`config.mk`:
```
export PLATFORM = sky130hd
export DESIGN_NAME = rar_remote_alias_remap
export DESIGN_NICKNAME = d
export VERILOG_FILES = /design/src/rar_pkg.sv /design/src/rar_match_if.sv /design/src/rar_alias_match.sv /design/src/rar_remote_alias_remap.sv
export SDC_FILE = /design/constraint.sdc
export NUM_CORES = 1
export LEC_CHECK = 0
export BUFFER_PORTS_ARGS = -buffer_cell sky130_fd_sc_hd__buf_2
export CORE_MARGIN = 1
export CORE_UTILIZATION = 35
export DETAILED_ROUTE_END_ITERATION = 8
export HOLD_SLACK_MARGIN = 0.15
export PLACE_DENSITY = 0.69
export SLEW_MARGIN = 20
export SYNTH_ARGS = -nofsm -noshare
export SYNTH_HDL_FRONTEND = slang
export SYNTH_SLANG_ARGS = --single-unit
```
`constraint.sdc`:
```
create_clock -name i_clk -period 2.6 [get_ports i_clk]
set_input_delay 0.52 -clock i_clk [delete_from_list [all_inputs] [get_ports i_clk]]
set_output_delay 0.52 -clock i_clk [all_outputs]
set_load 0.02 [all_outputs]
```
`src/rar_pkg.sv`:
```
// Shared constants for the remote alias remap block
package rar_pkg;
  // ----------------------------------------------------------------
  // Register map
  // ----------------------------------------------------------------
  localparam logic [7:0] RAR_OFS_REMOTE_5 = 8'h74;
  localparam logic [7:0] RAR_OFS_REMOTE_6 = 8'h75;
  localparam logic [7:0] RAR_OFS_REMOTE_7 = 8'h76;
  localparam logic [7:0] RAR_OFS_ALIAS_1  = 8'h77;
  localparam logic [7:0] RAR_RESET_VAL    = 8'h00;
  // ----------------------------------------------------------------
  // Field layout and table shape
  // ----------------------------------------------------------------
  localparam int         RAR_ADDR_MSB     = 7;
  localparam int         RAR_ADDR_LSB     = 1;
  localparam int         RAR_ADDR_W       = 7;
  localparam int         RAR_NUM_TGT      = 7;
  localparam int         RAR_IDX_W        = 3;
  localparam logic [6:0] RAR_ADDR_OFF     = 7'h00;
endpackage

```
`src/rar_match_if.sv`:
```
// Interface between register table and alias matcher
`timescale 1ns/10ps
interface rar_match_if;
  logic [rar_pkg::RAR_ADDR_W-1:0]                          addr;     // Incoming address
  logic [rar_pkg::RAR_NUM_TGT-1:0][rar_pkg::RAR_ADDR_W-1:0] aliases;  // Alias table, index 0 = target 1
  logic [rar_pkg::RAR_NUM_TGT-1:0][rar_pkg::RAR_ADDR_W-1:0] remotes;  // Remote table
  logic                                                    hit;      // Alias matched
  logic                                                    blocked;  // Matched but remote is zero
  logic [rar_pkg::RAR_IDX_W-1:0]                           index;    // Matched target number 1..7
  logic [rar_pkg::RAR_ADDR_W-1:0]                          remote;   // Paired remote address

  modport table_side (output addr, aliases, remotes, input hit, blocked, index, remote);
  modport match_side (input addr, aliases, remotes, output hit, blocked, index, remote);
endinterface

```
`src/rar_alias_match.sv`:
```
// Combinational alias lookup over one port's mapping table
`timescale 1ns/10ps
module rar_alias_match (
  rar_match_if.match_side m  // Lookup request and answer
);
  // ----------------------------------------------------------------
  // Lookup
  // ----------------------------------------------------------------
  // Lowest target number wins if software programs duplicate aliases
  always_comb begin
    m.hit     = 1'b0;
    m.blocked = 1'b0;
    m.index   = '0;
    m.remote  = rar_pkg::RAR_ADDR_OFF;
    for (int i = rar_pkg::RAR_NUM_TGT - 1; i >= 0; i--) begin
      if (m.aliases[i] != rar_pkg::RAR_ADDR_OFF && m.aliases[i] == m.addr) begin
        m.hit     = 1'b1;
        m.index   = 3'(i + 1);
        m.remote  = m.remotes[i];
        m.blocked = (m.remotes[i] == rar_pkg::RAR_ADDR_OFF);
      end
    end
  end
endmodule

```
`src/rar_remote_alias_remap.sv`:
```
// Remote target and alias mapping table with transaction re-addressing
`timescale 1ns/10ps
module rar_remote_alias_remap (
  input  wire logic       i_clk,                // 50 MHz system clock
  input  wire logic       i_sys_rst,            // Async reset, active high
  input  wire logic       i_second_port_select, // Register access targets second port
  input  wire logic [7:0] i_reg_addr,           // Register offset
  input  wire logic       i_reg_wr,             // Write strobe
  input  wire logic       i_reg_rd,             // Read strobe
  input  wire logic [7:0] i_reg_wdata,          // Write data
  output logic      [7:0] o_reg_rdata,          // Read data, valid cycle after strobe
  output logic            o_reg_rvalid,         // Read data valid pulse
  input  wire logic [27:0] i_remote_1_4_p0,     // Port 0 remote 1..4, 7 bits each, 1 in LSBs
  input  wire logic [27:0] i_remote_1_4_p1,     // Port 1 remote 1..4
  input  wire logic [41:0] i_alias_2_7_p0,      // Port 0 aliases 2..7, 2 in LSBs
  input  wire logic [41:0] i_alias_2_7_p1,      // Port 1 aliases 2..7
  input  wire logic       i_txn_valid,          // Local transaction address pulse
  input  wire logic [6:0] i_txn_addr,           // Local 7-bit target address
  input  wire logic       i_txn_rnw,            // Read not write
  input  wire logic       i_txn_port,           // Link port the transaction uses
  output logic            o_fwd_valid,          // Back-channel forward pulse
  output logic      [6:0] o_fwd_addr,           // Remapped remote address
  output logic            o_fwd_rnw,            // Forwarded direction
  output logic            o_fwd_port,           // Forwarded link port
  output logic      [2:0] o_fwd_index,          // Matched target number
  output logic            o_blocked,            // Alias hit on disabled target pulse
  output logic            o_no_match            // Address not mapped pulse
);
  // ----------------------------------------------------------------
  // State
  // ----------------------------------------------------------------
  typedef struct packed {
    logic [1:0][2:0][6:0] remote;  // Remote 5..7 per port
    logic [1:0][6:0]      alias1;  // Alias 1 per port
    logic [7:0]           rdata;
    logic                 rvalid;
    logic                 fwd_valid;
    logic [6:0]           fwd_addr;
    logic                 fwd_rnw;
    logic                 fwd_port;
    logic [2:0]           fwd_index;
    logic                 blocked;
    logic                 no_match;
  } rar_state_t;

  rar_state_t  state_reg;   // Registered state
  rar_state_t  state_next;  // Value taken at the next edge
  rar_match_if mif ();      // Lookup request and answer
  logic [2:0]  reg_slot;    // Decoded register slot
  logic [7:0]  rd_word;     // Read value of the selected port
  logic        take_fwd;    // Transaction goes out on the link
  logic        take_block;  // Transaction hits a disabled target
  logic        take_miss;   // Transaction matches no alias

  // Slots of the four mapped offsets; anything else decodes to none
  localparam logic [2:0] SLOT_REMOTE_5 = 3'h0;
  localparam logic [2:0] SLOT_REMOTE_6 = 3'h1;
  localparam logic [2:0] SLOT_REMOTE_7 = 3'h2;
  localparam logic [2:0] SLOT_ALIAS_1  = 3'h3;
  localparam logic [2:0] SLOT_NONE     = 3'h4;

  // Stored address field sits in 7:1 with bit 0 always zero
  function automatic logic [7:0] rar_pack(input logic [6:0] a);
    return {a, 1'b0};
  endfunction

  // Written byte to stored field; bit 0 is dropped on the way in
  function automatic logic [6:0] rar_field(input logic [7:0] d);
    return d[rar_pkg::RAR_ADDR_MSB:rar_pkg::RAR_ADDR_LSB];
  endfunction

  // Offset to slot; shared by the write and read paths so they cannot disagree
  function automatic logic [2:0] rar_slot(input logic [7:0] ofs);
    logic [2:0] s;
    unique case (ofs)
      rar_pkg::RAR_OFS_REMOTE_5: s = SLOT_REMOTE_5;
      rar_pkg::RAR_OFS_REMOTE_6: s = SLOT_REMOTE_6;
      rar_pkg::RAR_OFS_REMOTE_7: s = SLOT_REMOTE_7;
      rar_pkg::RAR_OFS_ALIAS_1:  s = SLOT_ALIAS_1;
      default:                   s = SLOT_NONE;
    endcase
    return s;
  endfunction

  // Entry n of a 7-bit-per-entry input table for the lookup port
  function automatic logic [6:0] rar_pick(input logic p, input logic [41:0] t0,
                                          input logic [41:0] t1, input int n);
    logic [41:0] t;
    t = p ? t1 : t0;
    return t[n*7 +: 7];
  endfunction

  // ----------------------------------------------------------------
  // Table assembly for the transaction's port
  // ----------------------------------------------------------------
  // Only the port carrying the transaction is looked up
  always_comb begin
    mif.addr = i_txn_addr;
    // Remotes 1..4 come in as inputs, 5..7 are held here
    for (int i = 0; i < 4; i++) begin
      mif.remotes[i] = rar_pick(i_txn_port, {14'h0000, i_remote_1_4_p0},
                                {14'h0000, i_remote_1_4_p1}, i);
    end
    for (int i = 0; i < 3; i++) begin
      mif.remotes[i+4] = state_reg.remote[i_txn_port][i];
    end
    // Alias 1 is the only alias held here; 2..7 arrive as inputs
    mif.aliases[0] = state_reg.alias1[i_txn_port];
    for (int i = 0; i < 6; i++) begin
      mif.aliases[i+1] = rar_pick(i_txn_port, i_alias_2_7_p0, i_alias_2_7_p1, i);
    end
  end

  rar_alias_match u_match (
    .m (mif.match_side)
  );

  // ----------------------------------------------------------------
  // Register decode and read mux
  // ----------------------------------------------------------------
  // One decode serves both strobes, so a read and write of one cycle agree
  assign reg_slot = rar_slot(i_reg_addr);

  // Read value of the port picked by the select bit, bit 0 forced low
  always_comb begin
    unique case (reg_slot)
      SLOT_REMOTE_5: rd_word = rar_pack(state_reg.remote[i_second_port_select][0]);
      SLOT_REMOTE_6: rd_word = rar_pack(state_reg.remote[i_second_port_select][1]);
      SLOT_REMOTE_7: rd_word = rar_pack(state_reg.remote[i_second_port_select][2]);
      SLOT_ALIAS_1:  rd_word = rar_pack(state_reg.alias1[i_second_port_select]);
      default:       rd_word = rar_pkg::RAR_RESET_VAL;
    endcase
  end

  // ----------------------------------------------------------------
  // Lookup outcome
  // ----------------------------------------------------------------
  // Exactly one of these rises for a transaction; a zero alias never hits
  assign take_fwd   = i_txn_valid && mif.hit && !mif.blocked;
  assign take_block = i_txn_valid && mif.hit && mif.blocked;
  assign take_miss  = i_txn_valid && !mif.hit;

  // ----------------------------------------------------------------
  // Next state
  // ----------------------------------------------------------------
  always_comb begin
    logic psel;
    psel       = i_second_port_select;
    state_next = state_reg;
    state_next.rvalid    = 1'b0;
    state_next.fwd_valid = 1'b0;
    state_next.blocked   = 1'b0;
    state_next.no_match  = 1'b0;
    // Register writes keep bits 7:1 only
    if (i_reg_wr) begin
      unique case (reg_slot)
        SLOT_REMOTE_5: state_next.remote[psel][0] = rar_field(i_reg_wdata);
        SLOT_REMOTE_6: state_next.remote[psel][1] = rar_field(i_reg_wdata);
        SLOT_REMOTE_7: state_next.remote[psel][2] = rar_field(i_reg_wdata);
        SLOT_ALIAS_1:  state_next.alias1[psel]    = rar_field(i_reg_wdata);
        default: ;
      endcase
    end
    // Reads return the selected port; unmapped offsets read zero
    if (i_reg_rd) begin
      state_next.rvalid = 1'b1;
      state_next.rdata  = rd_word;
    end
    // Transaction outcome: forward, block, or leave unmapped
    if (take_fwd) begin
      state_next.fwd_valid = 1'b1;
      state_next.fwd_addr  = mif.remote;
      state_next.fwd_rnw   = i_txn_rnw;
      state_next.fwd_port  = i_txn_port;
      state_next.fwd_index = mif.index;
    end
    if (take_block) begin
      state_next.blocked = 1'b1;
    end
    if (take_miss) begin
      state_next.no_match = 1'b1;
    end
  end

  // ----------------------------------------------------------------
  // Registers
  // ----------------------------------------------------------------
  // Zero reset leaves targets 1 and 5..7 disabled until software maps them; targets 2..4 follow the input tables
  always_ff @(posedge i_clk or posedge i_sys_rst) begin
    if (i_sys_rst) begin
      state_reg <= '0;
    end else begin
      state_reg <= state_next;
    end
  end

  // ----------------------------------------------------------------
  // Outputs
  // ----------------------------------------------------------------
  // Register bus answer; every output comes straight from a flop
  assign o_reg_rdata  = state_reg.rdata;
  assign o_reg_rvalid = state_reg.rvalid;

  // Link forward and lookup outcome; address fields hold between forwards
  assign o_fwd_valid  = state_reg.fwd_valid;
  assign o_fwd_addr   = state_reg.fwd_addr;
  assign o_fwd_rnw    = state_reg.fwd_rnw;
  assign o_fwd_port   = state_reg.fwd_port;
  assign o_fwd_index  = state_reg.fwd_index;
  assign o_blocked    = state_reg.blocked;
  assign o_no_match   = state_reg.no_match;
endmodule

```
# Yosys cells after proc, flatten, opt, wreduce, memory -nomap -nowiden
# Index checks and enable logic that the tools add are counted.
[totals]
inputBits = 171
regBits = 80
elab_cells = 123
output_inout_bits = 24
[classes]
n_lt_le_gt_ge = 3
n_eq_ne = 14
mux = 57
n_reduce_logical = 32
[ops]
columns = ["operator", "n"]
rows = [
  ["bitwise mux 42 bit", 3],
  ["case mux 42 bit (3 select lines)", 1],
  ["two-way mux 21 bit", 5],
  ["two-way mux 7 bit", 13],
  ["demux 21 bit (select 1 bit)", 3],
  ["equality test 7 bit", 7],
  ["logical NOT 7 bit", 7],
  ["nonzero test 7 bit", 7],
  ["two-way mux 42 bit", 1],
  ["equality test 8 x 7 -> 1 bit (second input constant)", 4],
  ["case mux 8 bit (4 select lines)", 1],
  ["two-way mux 28 bit", 1],
  ["two-way mux 3 bit", 7],
  ["two-way mux 1 bit", 17],
  ["bitwise mux 14 bit", 1],
  ["two-way mux 14 bit", 1],
  ["two-way mux 13 bit", 1],
  ["logical AND 1 bit", 12],
  ["case mux 3 bit (4 select lines)", 1],
  ["demux 7 bit (select 1 bit)", 1],
  ["equality test 3 x 2 -> 1 bit (second input constant)", 2],
  ["less-than comparator 1 x 2 -> 1 bit (second input constant)", 2],
  ["AND reduction 2 bit", 2],
  ["equality test 3 x 1 -> 1 bit (second input constant)", 1],
  ["4 further kinds", 5],
]

# Depth between registers and ports, before layout
# Gate-level depths: netlist of run 1.
[depth]
depth_word = 13
ltp_mapped = 13
depth_no_buf = 8

# Cells and area by module
# A second synthesis of run 1 with hierarchy kept.
[unflattened]
cells_unflattened = 558
hier_area_um2 = 6170.9
[by_module_without_submodules]
columns = ["mod", "area_per_inst_um2", "n_inst", "cells_each", "seq_area_each_um2"]
rows = [
  ["rar_remote_alias_remap", 4778.3, 1, 346, 1976.9],
  ["rar_alias_match", 1392.6, 1, 212, 0.0],
]

# Worst setup path before layout of run 1
# Ideal clock, no wire load.
[synth_path]
path_type = "input-to-reg"
startpoint = "in i_txn_port"
endpoint = "reg state_reg, in the netlist o_fwd_addr[4]"
arrival_ns = 2.905
setup_time_ns = 0.125
t_required_ns = 2.475
cell_stages = 12
path_buffers = 4
slack_ns = -0.430
cell_sequence = "buf_6 buf_4 mux2i_1 xor2_1 nand3_1 nor4_4 or2_2 buf_2 o41ai_4 nor4b_4 buf_6 mux2_4"
[synth_via]
elab_chain_len = 12
word_cells_on_any_way = 58
classes_between = "eq/ne: 7; mux: 27; reduce/logical: 24"
[synth_rtl]
columns = ["item", "line_no", "text"]
rows = [
  ["start, declared", "rar_remote_alias_remap.sv:20", "input wire logic i_txn_port,"],
  ["two-way mux 42 bit / two-way mux 21 bit (equally long branches)", "rar_remote_alias_remap.sv:89, rar_remote_alias_remap.sv:105", ""],
  ["equality test 7 bit (tied with other cells)", "rar_alias_match.sv:16", "if (m.aliases[i] != rar_pkg::RAR_ADDR_OFF && m.aliases[i] == m.addr) begin"],
  ["logical AND 1 bit / logical NOT 7 bit (equally long branches)", "rar_alias_match.sv:16, rar_alias_match.sv:20", ""],
  ["two-way mux 1 bit (7 in series)", "rar_alias_match.sv:16", ""],
  ["logical AND 1 bit / logical NOT 1 bit (equally long branches)", "rar_remote_alias_remap.sv:139", "assign take_fwd = i_txn_valid && mif.hit && !mif.blocked;"],
  ["logical AND 1 bit (*)", "rar_remote_alias_remap.sv:139", ""],
  ["net take_fwd", "rar_remote_alias_remap.sv:51", "logic take_fwd;"],
  ["end signal, assigned", "rar_remote_alias_remap.sv:193", "state_reg <= state_next;"],
  ["end, declared", "rar_remote_alias_remap.sv:46", "rar_state_t state_reg;"],
]
# Mark *: on every way through the listed nets, which the timed path passes. The rest lies on a longest branch. The select of a mux whose other input is x is not followed.
# A chain may end at the register's enable or synchronous reset.

# Worst setup path after layout of run 1
[layout_path]
startpoint = "in i_txn_port"
endpoint = "reg state_reg, in the netlist o_fwd_port"
[layout_via]
elab_chain_len = 12
word_cells_on_any_way = 51
classes_between = "eq/ne: 7; mux: 20; reduce/logical: 24"
[layout_rtl]
columns = ["item", "line_no"]
rows = [
  ["two-way mux 42 bit / two-way mux 21 bit (equally long branches)", "rar_remote_alias_remap.sv:89, rar_remote_alias_remap.sv:105"],
  ["equality test 7 bit (tied with other cells)", "rar_alias_match.sv:16"],
  ["logical AND 1 bit / logical NOT 7 bit (equally long branches)", "rar_alias_match.sv:16, rar_alias_match.sv:20"],
  ["two-way mux 1 bit (7 in series)", "rar_alias_match.sv:16"],
  ["logical AND 1 bit / logical NOT 1 bit (equally long branches)", "rar_remote_alias_remap.sv:139"],
  ["logical AND 1 bit", "rar_remote_alias_remap.sv:139"],
]
# Several ways; a longest one is shown, not always the timed one. The select of a mux whose other input is x is not followed.

==> impl_metrics.env, run 1 <==
export IMPL_status="finished with violations"
export IMPL_violations="negative setup slack"
export IMPL_dp_hpwl_um=16200
export IMPL_gp_congestion=0.879
export IMPL_final_area_um2=8660
export IMPL_cts_hold_buf=0
export IMPL_drtPass1Iterations=5
export IMPL_r2r_start="state_reg[76]"
export IMPL_end_kind="register"
export IMPL_slowest_stage="o41ai_4"
export IMPL_finalCritPeriodShare=1.03
export IMPL_layout_nets=1045
export IMPL_clkTransAtPathRegs_ns=0.06
export IMPL_num_rows=49
export IMPL_setup_tns_ns=-0.686
export IMPL_cp_top_family="simple AND/OR/NAND/NOR gates"
export IMPL_crit_arrival_ns=2.91
export IMPL_cts_tree="built"
export IMPL_cts_buffers_inserted=9
export IMPL_area_growth_pct=35.2
export IMPL_floorplan_initialDensity=0.357
export IMPL_largest_reg_flops=56
export IMPL_grt_overflow=0
export IMPL_ios=195
export IMPL_viasPerCell=5.41
export IMPL_synth_area_per_cell_um2=10.2
export IMPL_crit_cells=11
export IMPL_grt_setup_unrepaired="true"
export IMPL_grt_usage=0.217
export IMPL_drc_errors=0
export IMPL_cts_root_buffer="clkbuf_16"
export IMPL_hold_viol_final=0
export IMPL_worstPathRequired_ns=2.83
export IMPL_cellPowerDensity_nw_per_um2=427
export IMPL_slowest_delay_ns=0.45
export IMPL_slew_headroom=0.527
export IMPL_slew_violations=0
export IMPL_setup_worst_path_start_class="input port"
export IMPL_io_buffer_count=192
export IMPL_synth_edf_count=0
export IMPL_syn_area_um2=6400
export IMPL_synth_seq_area_share=0.309
export IMPL_synth_cell_types=62
export IMPL_critPathBufInv=3
export IMPL_ys_flop_type="dfrtp_1"
export IMPL_path_cells="buf_16 -> buf_6 -> or4_1 -> o22ai_1 -> o21ai_1 -> and3_1 -> or2_4 -> o41ai_4 -> nor4b_4 -> buf_12 -> mux2_4"
export IMPL_place_ws_ns=-0.966
export IMPL_synthCells=626
export IMPL_min_delay_path_class="input port to asynchronous set/reset pin"
export IMPL_layout_commonest_cell="buf_2"
export IMPL_setup_slack_ns=-0.0840
export IMPL_ys_warnings_count=0
export IMPL_critPathMaxFanout=16
export IMPL_fin_hold_ws_ns=0.293
export IMPL_clock_sinks=79
export IMPL_finalSetupViolations=11
export IMPL_drive_above_1_share=0.505
export IMPL_worst_pin_slew_ns=0.709
export IMPL_clock_fmax_mhz=373
export IMPL_clk_latency_ns=0.34
export IMPL_placeableCoreArea_um2=18000
export IMPL_max_cap_viol_count=0
export IMPL_drtIter0Drc=383
export IMPL_grt_pass1_vias=5981
export IMPL_dpl_cell_area_um2=8120
export IMPL_r2r_slack_ns=-0.01
export IMPL_wl_per_cell_um=18.4
export IMPL_critPathKind="input port to register"
export IMPL_syn_nets=797
export IMPL_fin_crit_ns=2.68
export IMPL_r2r_cells=8
export IMPL_synth_seq_cells=79
export IMPL_grt_max_degree=36
export IMPL_die_x_um=137
export IMPL_drtAntennaViolNets=0
export IMPL_wl_um=20400
export IMPL_final_cells=1108
export IMPL_layout_common_cells="buf_2 (191), buf_4 (94), mux2_2 (84), mux2i_1 (82), dfrtp_1 (79)"
export IMPL_grt_pass1_wl_um=31100
export IMPL_diodes=0
export IMPL_vias=5989
export IMPL_die_height_um=137
export IMPL_async_reset_ff_frac=1.00
export IMPL_leakage_nw=4.22
export IMPL_fin_util=0.482
export IMPL_cts_htree_levels=3
export IMPL_skew_ns=0.00527
export IMPL_rr_endpoint="o_fwd_port"
export IMPL_antenna_found_initial=0
export IMPL_dp_cells=1083
export IMPL_dieArea_um2=18800
export IMPL_clock_path_buffers=2
export IMPL_total_power_mw=3.69
export IMPL_vdd_drop_max_mv=0.308
layout make-up:
class / instances / area, µm²
Clock buffer: 9 / 225
Multi-Input combinational cell: 479 / 4180
Timing Repair Buffer: 297 / 1890
Clock inverter: 7 / 78.8
Sequential cell: 79 / 1980
Inverter: 8 / 30.0
Fill cell: 1663 / 9300
Tap cell: 229 / 287
power breakdown:
| group | leakage (nW) | total, mW | internal, mW | switching, mW |
|---|---|---|---|---|
| logic | 3.00 | 1.01 | 0.484 | 0.523 |
| registers | 1.07 | 1.39 | 1.32 | 0.0664 |
| clock network | 0.151 | 1.30 | 0.756 | 0.546 |
Yosys cell counts (all sizes together) (2+ instances only):
master | n | share of area
mux2 | 91 | 0.16
mux2i | 86 | 0.13
dfrtp | 79 | 0.31
buf | 43 | 0.047
nor4 | 41 | 0.046
a21oi | 37 | 0.029
nand2 | 29 | 0.017
xor2 | 25 | 0.034
xnor2 | 21 | 0.029
clkbuf | 17 | 0.010
nor2 | 17 | 0.010
nand3 | 12 | 0.0094
o21ai | 12 | 0.0094
nor3 | 10 | 0.0086
a21o | 8 | 0.0094
inv | 8 | 0.0047
mux4 | 7 | 0.025
nand4 | 7 | 0.0068
nor4b | 7 | 0.012
o22ai | 7 | 0.0068
a31oi | 6 | 0.0059
a311oi | 4 | 0.0064
o31ai | 4 | 0.0047
or2 | 4 | 0.0043
or4 | 4 | 0.0047
and2 | 3 | 0.0029
and3 | 3 | 0.0029
nand4b | 3 | 0.0041
nor3b | 3 | 0.0035
o41ai | 3 | 0.0070
a221o | 2 | 0.0031
a311o | 2 | 0.0031
nand2b | 2 | 0.0020
nor2b | 2 | 0.0020
or3 | 2 | 0.0020
or3b | 2 | 0.0027
kinds of logic after synthesis:
kind of cell	share of synthesized area
simple gates	0.145
buf+inv	0.0619
flops	0.309
xor+xnor	0.0629
compound gates	0.0998
other cells	0.000585
mux	0.321
repair_timing:
action,in CTS,in global routing
resized for setup,19,11
pin swaps,6,1
endpoints found under the setup margin,14,14
buffers inserted,6,3
worst register-to-register path: stages (launching register included):
cell       delay [ns]
dfrtp_1          0.41
or4_1            0.53
nor4_1           0.18
a22o_1           0.27
nand3_2          0.13
a2111oi_4        0.40
nor4b_4          0.10
buf_12           0.17
mux2_4           0.30
routing by layer:
metal | track usage | vias up | routed length [µm]
met1 | 0.278 | 2874 | 8900
met4 | 0.0556 | 0 | 329
li1 | - | 2857 | -
met2 | 0.373 | 229 | 9810
met3 | 0.0405 | 29 | 1340
met5 | 0 | - | 0
worst max-delay path by stage:
stage,from,to,slack (ns)
after global routing,i_txn_port,o_fwd_port,-0.16
after CTS,i_txn_port,o_fwd_port,-0.08
final,i_txn_port,o_fwd_port,-0.08
after global placement,i_txn_port,o_fwd_rnw,-0.89
after floorplan,i_txn_port,o_fwd_addr[4],-0.30
after detailed placement,i_txn_port,o_fwd_addr[6],-0.97
(Power assumes the default switching activity.)
==> run 2, diff against run 1 <==
Settings changed: ABC_AREA set to 1.
==> impl_metrics.env, run 2 <==
export IMPL_wl_um=22700
export IMPL_num_rows=50
export IMPL_area_growth_pct=30.4
export IMPL_antenna_found_initial=0
export IMPL_grt_pass1_vias=7414
export IMPL_setup_worst_path_start_class="input port"
export IMPL_drive_above_1_share=0.234
export IMPL_synth_seq_cells=79
export IMPL_layout_common_cells="nand2_1 (482), buf_2 (191), o21ai_0 (133), inv_1 (118), buf_4 (90)"
export IMPL_diodes=0
export IMPL_critPathBufInv=5
export IMPL_grt_usage=0.229
export IMPL_vias=7918
export IMPL_startpoint="i_txn_port"
export IMPL_worstPathRequired_ns=2.83
export IMPL_async_reset_ff_frac=1.00
export IMPL_yosysTopAreaCellShare=0.289
export IMPL_cts_htree_levels=3
export IMPL_cts_root_buffer="clkbuf_16"
export IMPL_slew_violations=0
export IMPL_syn_area_um2=6840
export IMPL_drtIter0Drc=426
export IMPL_grt_pass1_wl_um=36100
export IMPL_synth_most_common_cell="nand2_1"
export IMPL_synth_area_top_cells="dfrtp_1 (29%), nand2_1 (26%), o21ai_0 (9.7%)"
export IMPL_path_cells="buf_4 -> inv_2 -> buf_4 -> nand2_1 -> nand2_1 -> nand2_1 -> nand2_1 -> nor2_1 -> nand2_1 -> nor2_2 -> nand2_1 -> o21ai_1 -> nor2_1 -> nand3_2 -> nand2_2 -> inv_2 -> buf_4 -> nand3_1 -> nand2_1"
export IMPL_die_x_um=142
export IMPL_critPathMaxFanout=16
export IMPL_skew_ns=0.00733
export IMPL_clock_fmax_mhz=422
export IMPL_synth_seq_area_share=0.289
export IMPL_clk_latency_ns=0.35
export IMPL_hold_viol_final=0
export IMPL_layout_nets=1557
export IMPL_drtPass1Iterations=5
export IMPL_finalCritPeriodShare=0.912
export IMPL_worst_pin_slew_ns=0.551
export IMPL_clkTransAtPathRegs_ns=0.06
export IMPL_r2r_start="state_reg[29]"
export IMPL_crit_arrival_ns=2.60
export IMPL_synth_area_per_cell_um2=5.95
export IMPL_drtAntennaViolNets=0
export IMPL_wl_per_cell_um=13.8
export IMPL_grt_overflow=0
export IMPL_cpMostUsedCell="nand2_1"
export IMPL_clock_path_buffers=2
export IMPL_synth_cell_types=40
export IMPL_slowest_stage="buf_4"
export IMPL_leakage_nw=5.00
export IMPL_min_delay_path_class="input port to asynchronous set/reset pin"
export IMPL_max_cap_viol_count=0
export IMPL_drc_errors=0
export IMPL_r2r_cells=14
export IMPL_layout_commonest_cell="nand2_1"
export IMPL_cts_tree="built"
export IMPL_crit_cells=19
export IMPL_cts_setup_buffers=0
export IMPL_ios=195
export IMPL_synthCells=1150
export IMPL_end_kind="register"
export IMPL_grt_max_degree=61
export IMPL_io_buffer_count=192
export IMPL_dieArea_um2=20100
export IMPL_viasPerCell=4.80
export IMPL_vdd_drop_max_mv=0.362
export IMPL_syn_nets=1321
export IMPL_cellPowerDensity_nw_per_um2=423
export IMPL_ys_warnings_count=0
export IMPL_place_ws_ns=-0.141
export IMPL_ys_flop_type="dfrtp_1"
export IMPL_largest_reg_flops=56
export IMPL_setup_slack_ns=0.230
export IMPL_placeableCoreArea_um2=19000
export IMPL_gp_congestion=0.914
export IMPL_slew_headroom=0.633
export IMPL_cts_buffers_inserted=9
export IMPL_clock_sinks=79
export IMPL_die_height_um=142
export IMPL_fin_crit_ns=2.37
export IMPL_fillers=1936
export IMPL_floorplan_initialDensity=0.361
export IMPL_slowest_delay_ns=0.25
export IMPL_synth_edf_count=0
export IMPL_grt_setup_unrepaired="false"
export IMPL_dp_hpwl_um=18100
export IMPL_critPathKind="input port to register"
export IMPL_yosys_area_top_type="dfrtp_1"
export IMPL_fin_util=0.471
export IMPL_status="finished clean"
export IMPL_finalSetupViolations=0
export IMPL_yosys_top_cells_count="nand2_1 (483), o21ai_0 (133), inv_1 (119)"
export IMPL_cp_top_family="simple AND/OR/NAND/NOR gates"
-- run 2: stage by stage --
step | instance area (µm²) | power, mW | hold slack, ns | std cells | TNS, ns
6_report | 8920 | 3.77 | 0.183 | 1651 | 0
5_1_grt | 8920 | 3.98 | 0.216 | 1651 | 0
4_1_cts | 8920 | 3.80 | 0.190 | 1651 | 0
3_5_place_dp | 8580 | 2.36 | 0.457 | 1635 | -1.61
3_3_place_gp | 8580 | 2.34 | 0.456 | 1635 | -0.874
2_1_floorplan | 6840 | 1.96 | 0.443 | 1150 | 0
-- run 2: area by class of cell --
class	instances	area (µm²)	area share
Multi-Input combinational cell	877	4010	0.449
Sequential cell	79	1980	0.222
Timing Repair Buffer	289	1790	0.201
Inverter	130	488	0.0547
Tap cell	260	325	0.0365
Clock buffer	9	225	0.0252
Clock inverter	7	111	0.0125
-- run 2: metal layers --
| layer | GRT usage | wire length, µm | vias up | part of all wire |
|---|---|---|---|---|
| met5 | 0 | 0 | - | 0 |
| met2 | 0.402 | 10700 | 251 | 0.47 |
| met1 | 0.285 | 10200 | 3540 | 0.45 |
| met3 | 0.0375 | 1350 | 28 | 0.059 |
| li1 | - | - | 4099 | - |
| met4 | 0.0764 | 471 | 0 | 0.021 |
-- run 2: report_power, final --
| part | internal, mW | switching [mW] | total, mW |
|---|---|---|---|
| combinational | 0.399 | 0.573 | 0.972 |
| sequential | 1.32 | 0.0571 | 1.37 |
| clock | 0.861 | 0.566 | 1.43 |
-- run 2: worst paths after layout --
check | endpoint | slack, ns
worst max register to register | o_fwd_index[0] | 0.47
worst min-delay path | state_reg[52] | 0.18
min in group i_clk | o_reg_rvalid | 0.32
worst max-delay path | o_fwd_index[0] | 0.23
max in group asynchronous | state_reg[68] | 1.74
worst min register to register | o_fwd_index[2] | 0.47
-- run 2: logic make-up after synthesis --
kind of cell | Yosys count | share of synthesized area
other | 1 | 0.000548
AO/OA/AOI/OAI | 181 | 0.145
multiplexers | 15 | 0.0219
XOR/XNOR | 17 | 0.0218
flip-flops | 79 | 0.289
buffers and inverters | 194 | 0.127
AND/OR/NAND/NOR | 663 | 0.395
-- run 2: worst reg2reg max path: stages (launching register included) --
cell,delay [ns]
dfrtp_1,0.34
inv_1,0.06
o21ai_0,0.36
o22ai_1,0.13
nor2_1,0.11
nand4_1,0.08
nor2_1,0.13
nand2_2,0.13
inv_2,0.09
a21oi_1,0.04
nand2_1,0.14
nand2_2,0.10
buf_4,0.17
nand3_1,0.07
nand2_1,0.06
-- run 2: what timing repair did --
item,in CTS,in global routing
resized for setup,0,2
endpoints found under the setup margin,0,12
hold buffers,0,0
==> run 3, diff against run 2 <==
Settings changed: ABC_CLOCK_PERIOD_IN_PS set to 2600, CORE_UTILIZATION 35 to 49, PLACE_DENSITY 0.69 to 0.88.
==> impl_metrics.env, run 3 (same netlist as run 2, synthesis figures left out) <==
export IMPL_dieArea_um2=14400
export IMPL_seqPwrFrac=0.385
export IMPL_layout_nets=1545
export IMPL_dp_hpwl_um=17100
export IMPL_grt_util_met3=0.0737
export IMPL_vias=8248
export IMPL_drtAntennaViolNets=0
export IMPL_cts_tree="built"
export IMPL_placeableCoreArea_um2=13500
export IMPL_largest_reg_flops=56
export IMPL_area_growth_pct=26.8
export IMPL_leakage_nw=4.91
export IMPL_final_area_um2=8670
export IMPL_min_delay_path_class="input port to asynchronous set/reset pin"
export IMPL_grt_max_degree=54
export IMPL_cts_root_buffer="clkbuf_16"
export IMPL_sw_frac_of_total=0.325
export IMPL_grt_pass1_wl_um=35300
export IMPL_grt_busiest_layer="met2"
export IMPL_grt_usage=0.307
export IMPL_drtPass1Iterations=6
export IMPL_grt_pass1_vias=7798
export IMPL_clk_latency_ns=0.35
export IMPL_crit_arrival_ns=2.60
export IMPL_layout_commonest_cell="nand2_1"
export IMPL_cts_htree_levels=3
export IMPL_drtIter0Drc=851
export IMPL_layout_common_cells="nand2_1 (482), buf_2 (191), o21ai_0 (133), inv_1 (118), dfrtp_1 (79)"
export IMPL_end_kind="register"
export IMPL_rr_endpoint="o_fwd_addr[3]"
export IMPL_num_rows=42
export IMPL_clkTransAtPathRegs_ns=0.06
export IMPL_viasPerCell=5.30
export IMPL_drc_errors=0
export IMPL_startpoint="i_txn_port"
export IMPL_status="finished clean"
export IMPL_clock_sinks=79
export IMPL_ios=195
export IMPL_clock_path_buffers=2
export IMPL_cellPowerDensity_nw_per_um2=411
export IMPL_endpoint="o_fwd_port"
export IMPL_fin_util=0.645
export IMPL_r2r_slack_ns=0.45
export IMPL_place_ws_ns=-0.117
export IMPL_critPathMaxFanout=7
export IMPL_fin_crit_ns=2.37
export IMPL_cts_buffers_inserted=9
export IMPL_io_buffer_count=192
export IMPL_finalSetupViolations=0
export IMPL_slew_violations=0
export IMPL_grt_overflow=0
export IMPL_r2r_cells=13
export IMPL_antenna_found_initial=0
export IMPL_max_cap_viol_count=0
export IMPL_skew_ns=0.00840
export IMPL_fillers=1273
export IMPL_dpl_cell_area_um2=8370
export IMPL_clock_fmax_mhz=423
export IMPL_worstPathRequired_ns=2.83
export IMPL_netSwitchingPower_mw=1.16
export IMPL_vdd_drop_max_mv=0.283
export IMPL_clockPowerShare=0.347
export IMPL_cts_setup_buffers=0
export IMPL_combPwrFrac=0.267
export IMPL_diodes=0
export IMPL_fin_hold_ws_ns=0.241
export IMPL_wl_um=21800
export IMPL_critPathKind="input port to register"
export IMPL_hold_viol_final=0
export IMPL_worst_pin_slew_ns=0.618
export IMPL_die_height_um=120
export IMPL_floorplan_initialDensity=0.509
export IMPL_die_x_um=120
export IMPL_grtUsageMet1=0.371
export IMPL_setup_slack_ns=0.234
export IMPL_wl_per_cell_um=14.0
export IMPL_grt_setup_unrepaired="false"
export IMPL_use_met2=0.526
export IMPL_drive_above_1_share=0.228
export IMPL_finalCritPeriodShare=0.910
export IMPL_setup_tns_ns=0
export IMPL_setup_worst_path_start_class="input port"
export IMPL_gp_congestion=0.971
export IMPL_slew_headroom=0.588
export IMPL_r2r_start="state_reg[32]"
export IMPL_p_int_mw=2.41
-- run 3: cell count changes in the layout (fill, tap and decap cells not counted), sizes merged --
cell,before,now
bufinv,2,0
buf,289,277
clkbuf,9,11
inv,128,127
clkinvlp,0,1
-- run 3: power groups by stage --
stage          Combinational [mW]  Clock (mW)  Sequential (mW)
4_1_cts                     0.944        1.24             1.37
3_5_place_dp                0.937           0             1.39
3_3_place_gp                0.915           0             1.39
2_1_floorplan               0.556           0             1.40
5_1_grt                      1.06        1.29             1.38
6_report                    0.953        1.24             1.37
-- run 3: metrics by stage --
stage | total power [mW] | cells
after global routing | 3.74 | 1555
final | 3.56 | 1555
after floorplan | 1.96 | 1150
after detailed placement | 2.33 | 1539
after global placement | 2.30 | 1539
after CTS | 3.56 | 1555
-- run 3: worst min-delay path by stage --
stage,cells after the start,slack [ns],endpoint,from
after floorplan,2,0.44,o_fwd_index[0],o_fwd_index[0]
after global placement,2,0.46,o_fwd_index[2],o_fwd_index[2]
after detailed placement,2,0.46,o_fwd_rnw,o_fwd_rnw
after CTS,2,0.26,state_reg[58],i_sys_rst
after global routing,2,0.29,o_reg_rdata[2],i_sys_rst
final,2,0.24,state_reg[58],i_sys_rst
-- run 3: per-layer routing --
layer,up-vias,routed length (µm)
li1,4074,-
met1,3708,8720
met2,393,10300
met3,73,2010
met4,0,730
met5,-,0
-- run 3: final cells by class --
class / count / area [µm²] / share of cell area
flip-flops and latches: 79 / 1980 / 0.228
repair buffers: 277 / 1690 / 0.195
clock buffers: 11 / 253 / 0.0291
well taps: 176 / 220 / 0.0254
multi-input cells: 877 / 4010 / 0.462
clock inverters: 5 / 38.8 / 0.00447
inverters: 130 / 488 / 0.0563
-- run 3: critical path: stages --
cell	delay [ns]
buf_4	0.15
inv_2	0.07
buf_4	0.17
buf_12	0.13
o21ai_0	0.36
nand3_1	0.13
nor2_1	0.12
nand3_1	0.09
nand2_1	0.07
inv_1	0.04
nand2_1	0.06
nand2_1	0.05
nand2_1	0.06
nand2_1	0.06
nand2_1	0.14
nand2_2	0.10
buf_4	0.17
nand3_1	0.06
nand2_1	0.06
-- run 3: timing repair --
item | 4_1_cts | 5_1_grt
endpoints found under the hold margin | 0 | 0
hold buffers | 0 | 0
endpoints found under the setup margin | 0 | 6
gates resized for setup | 0 | 3
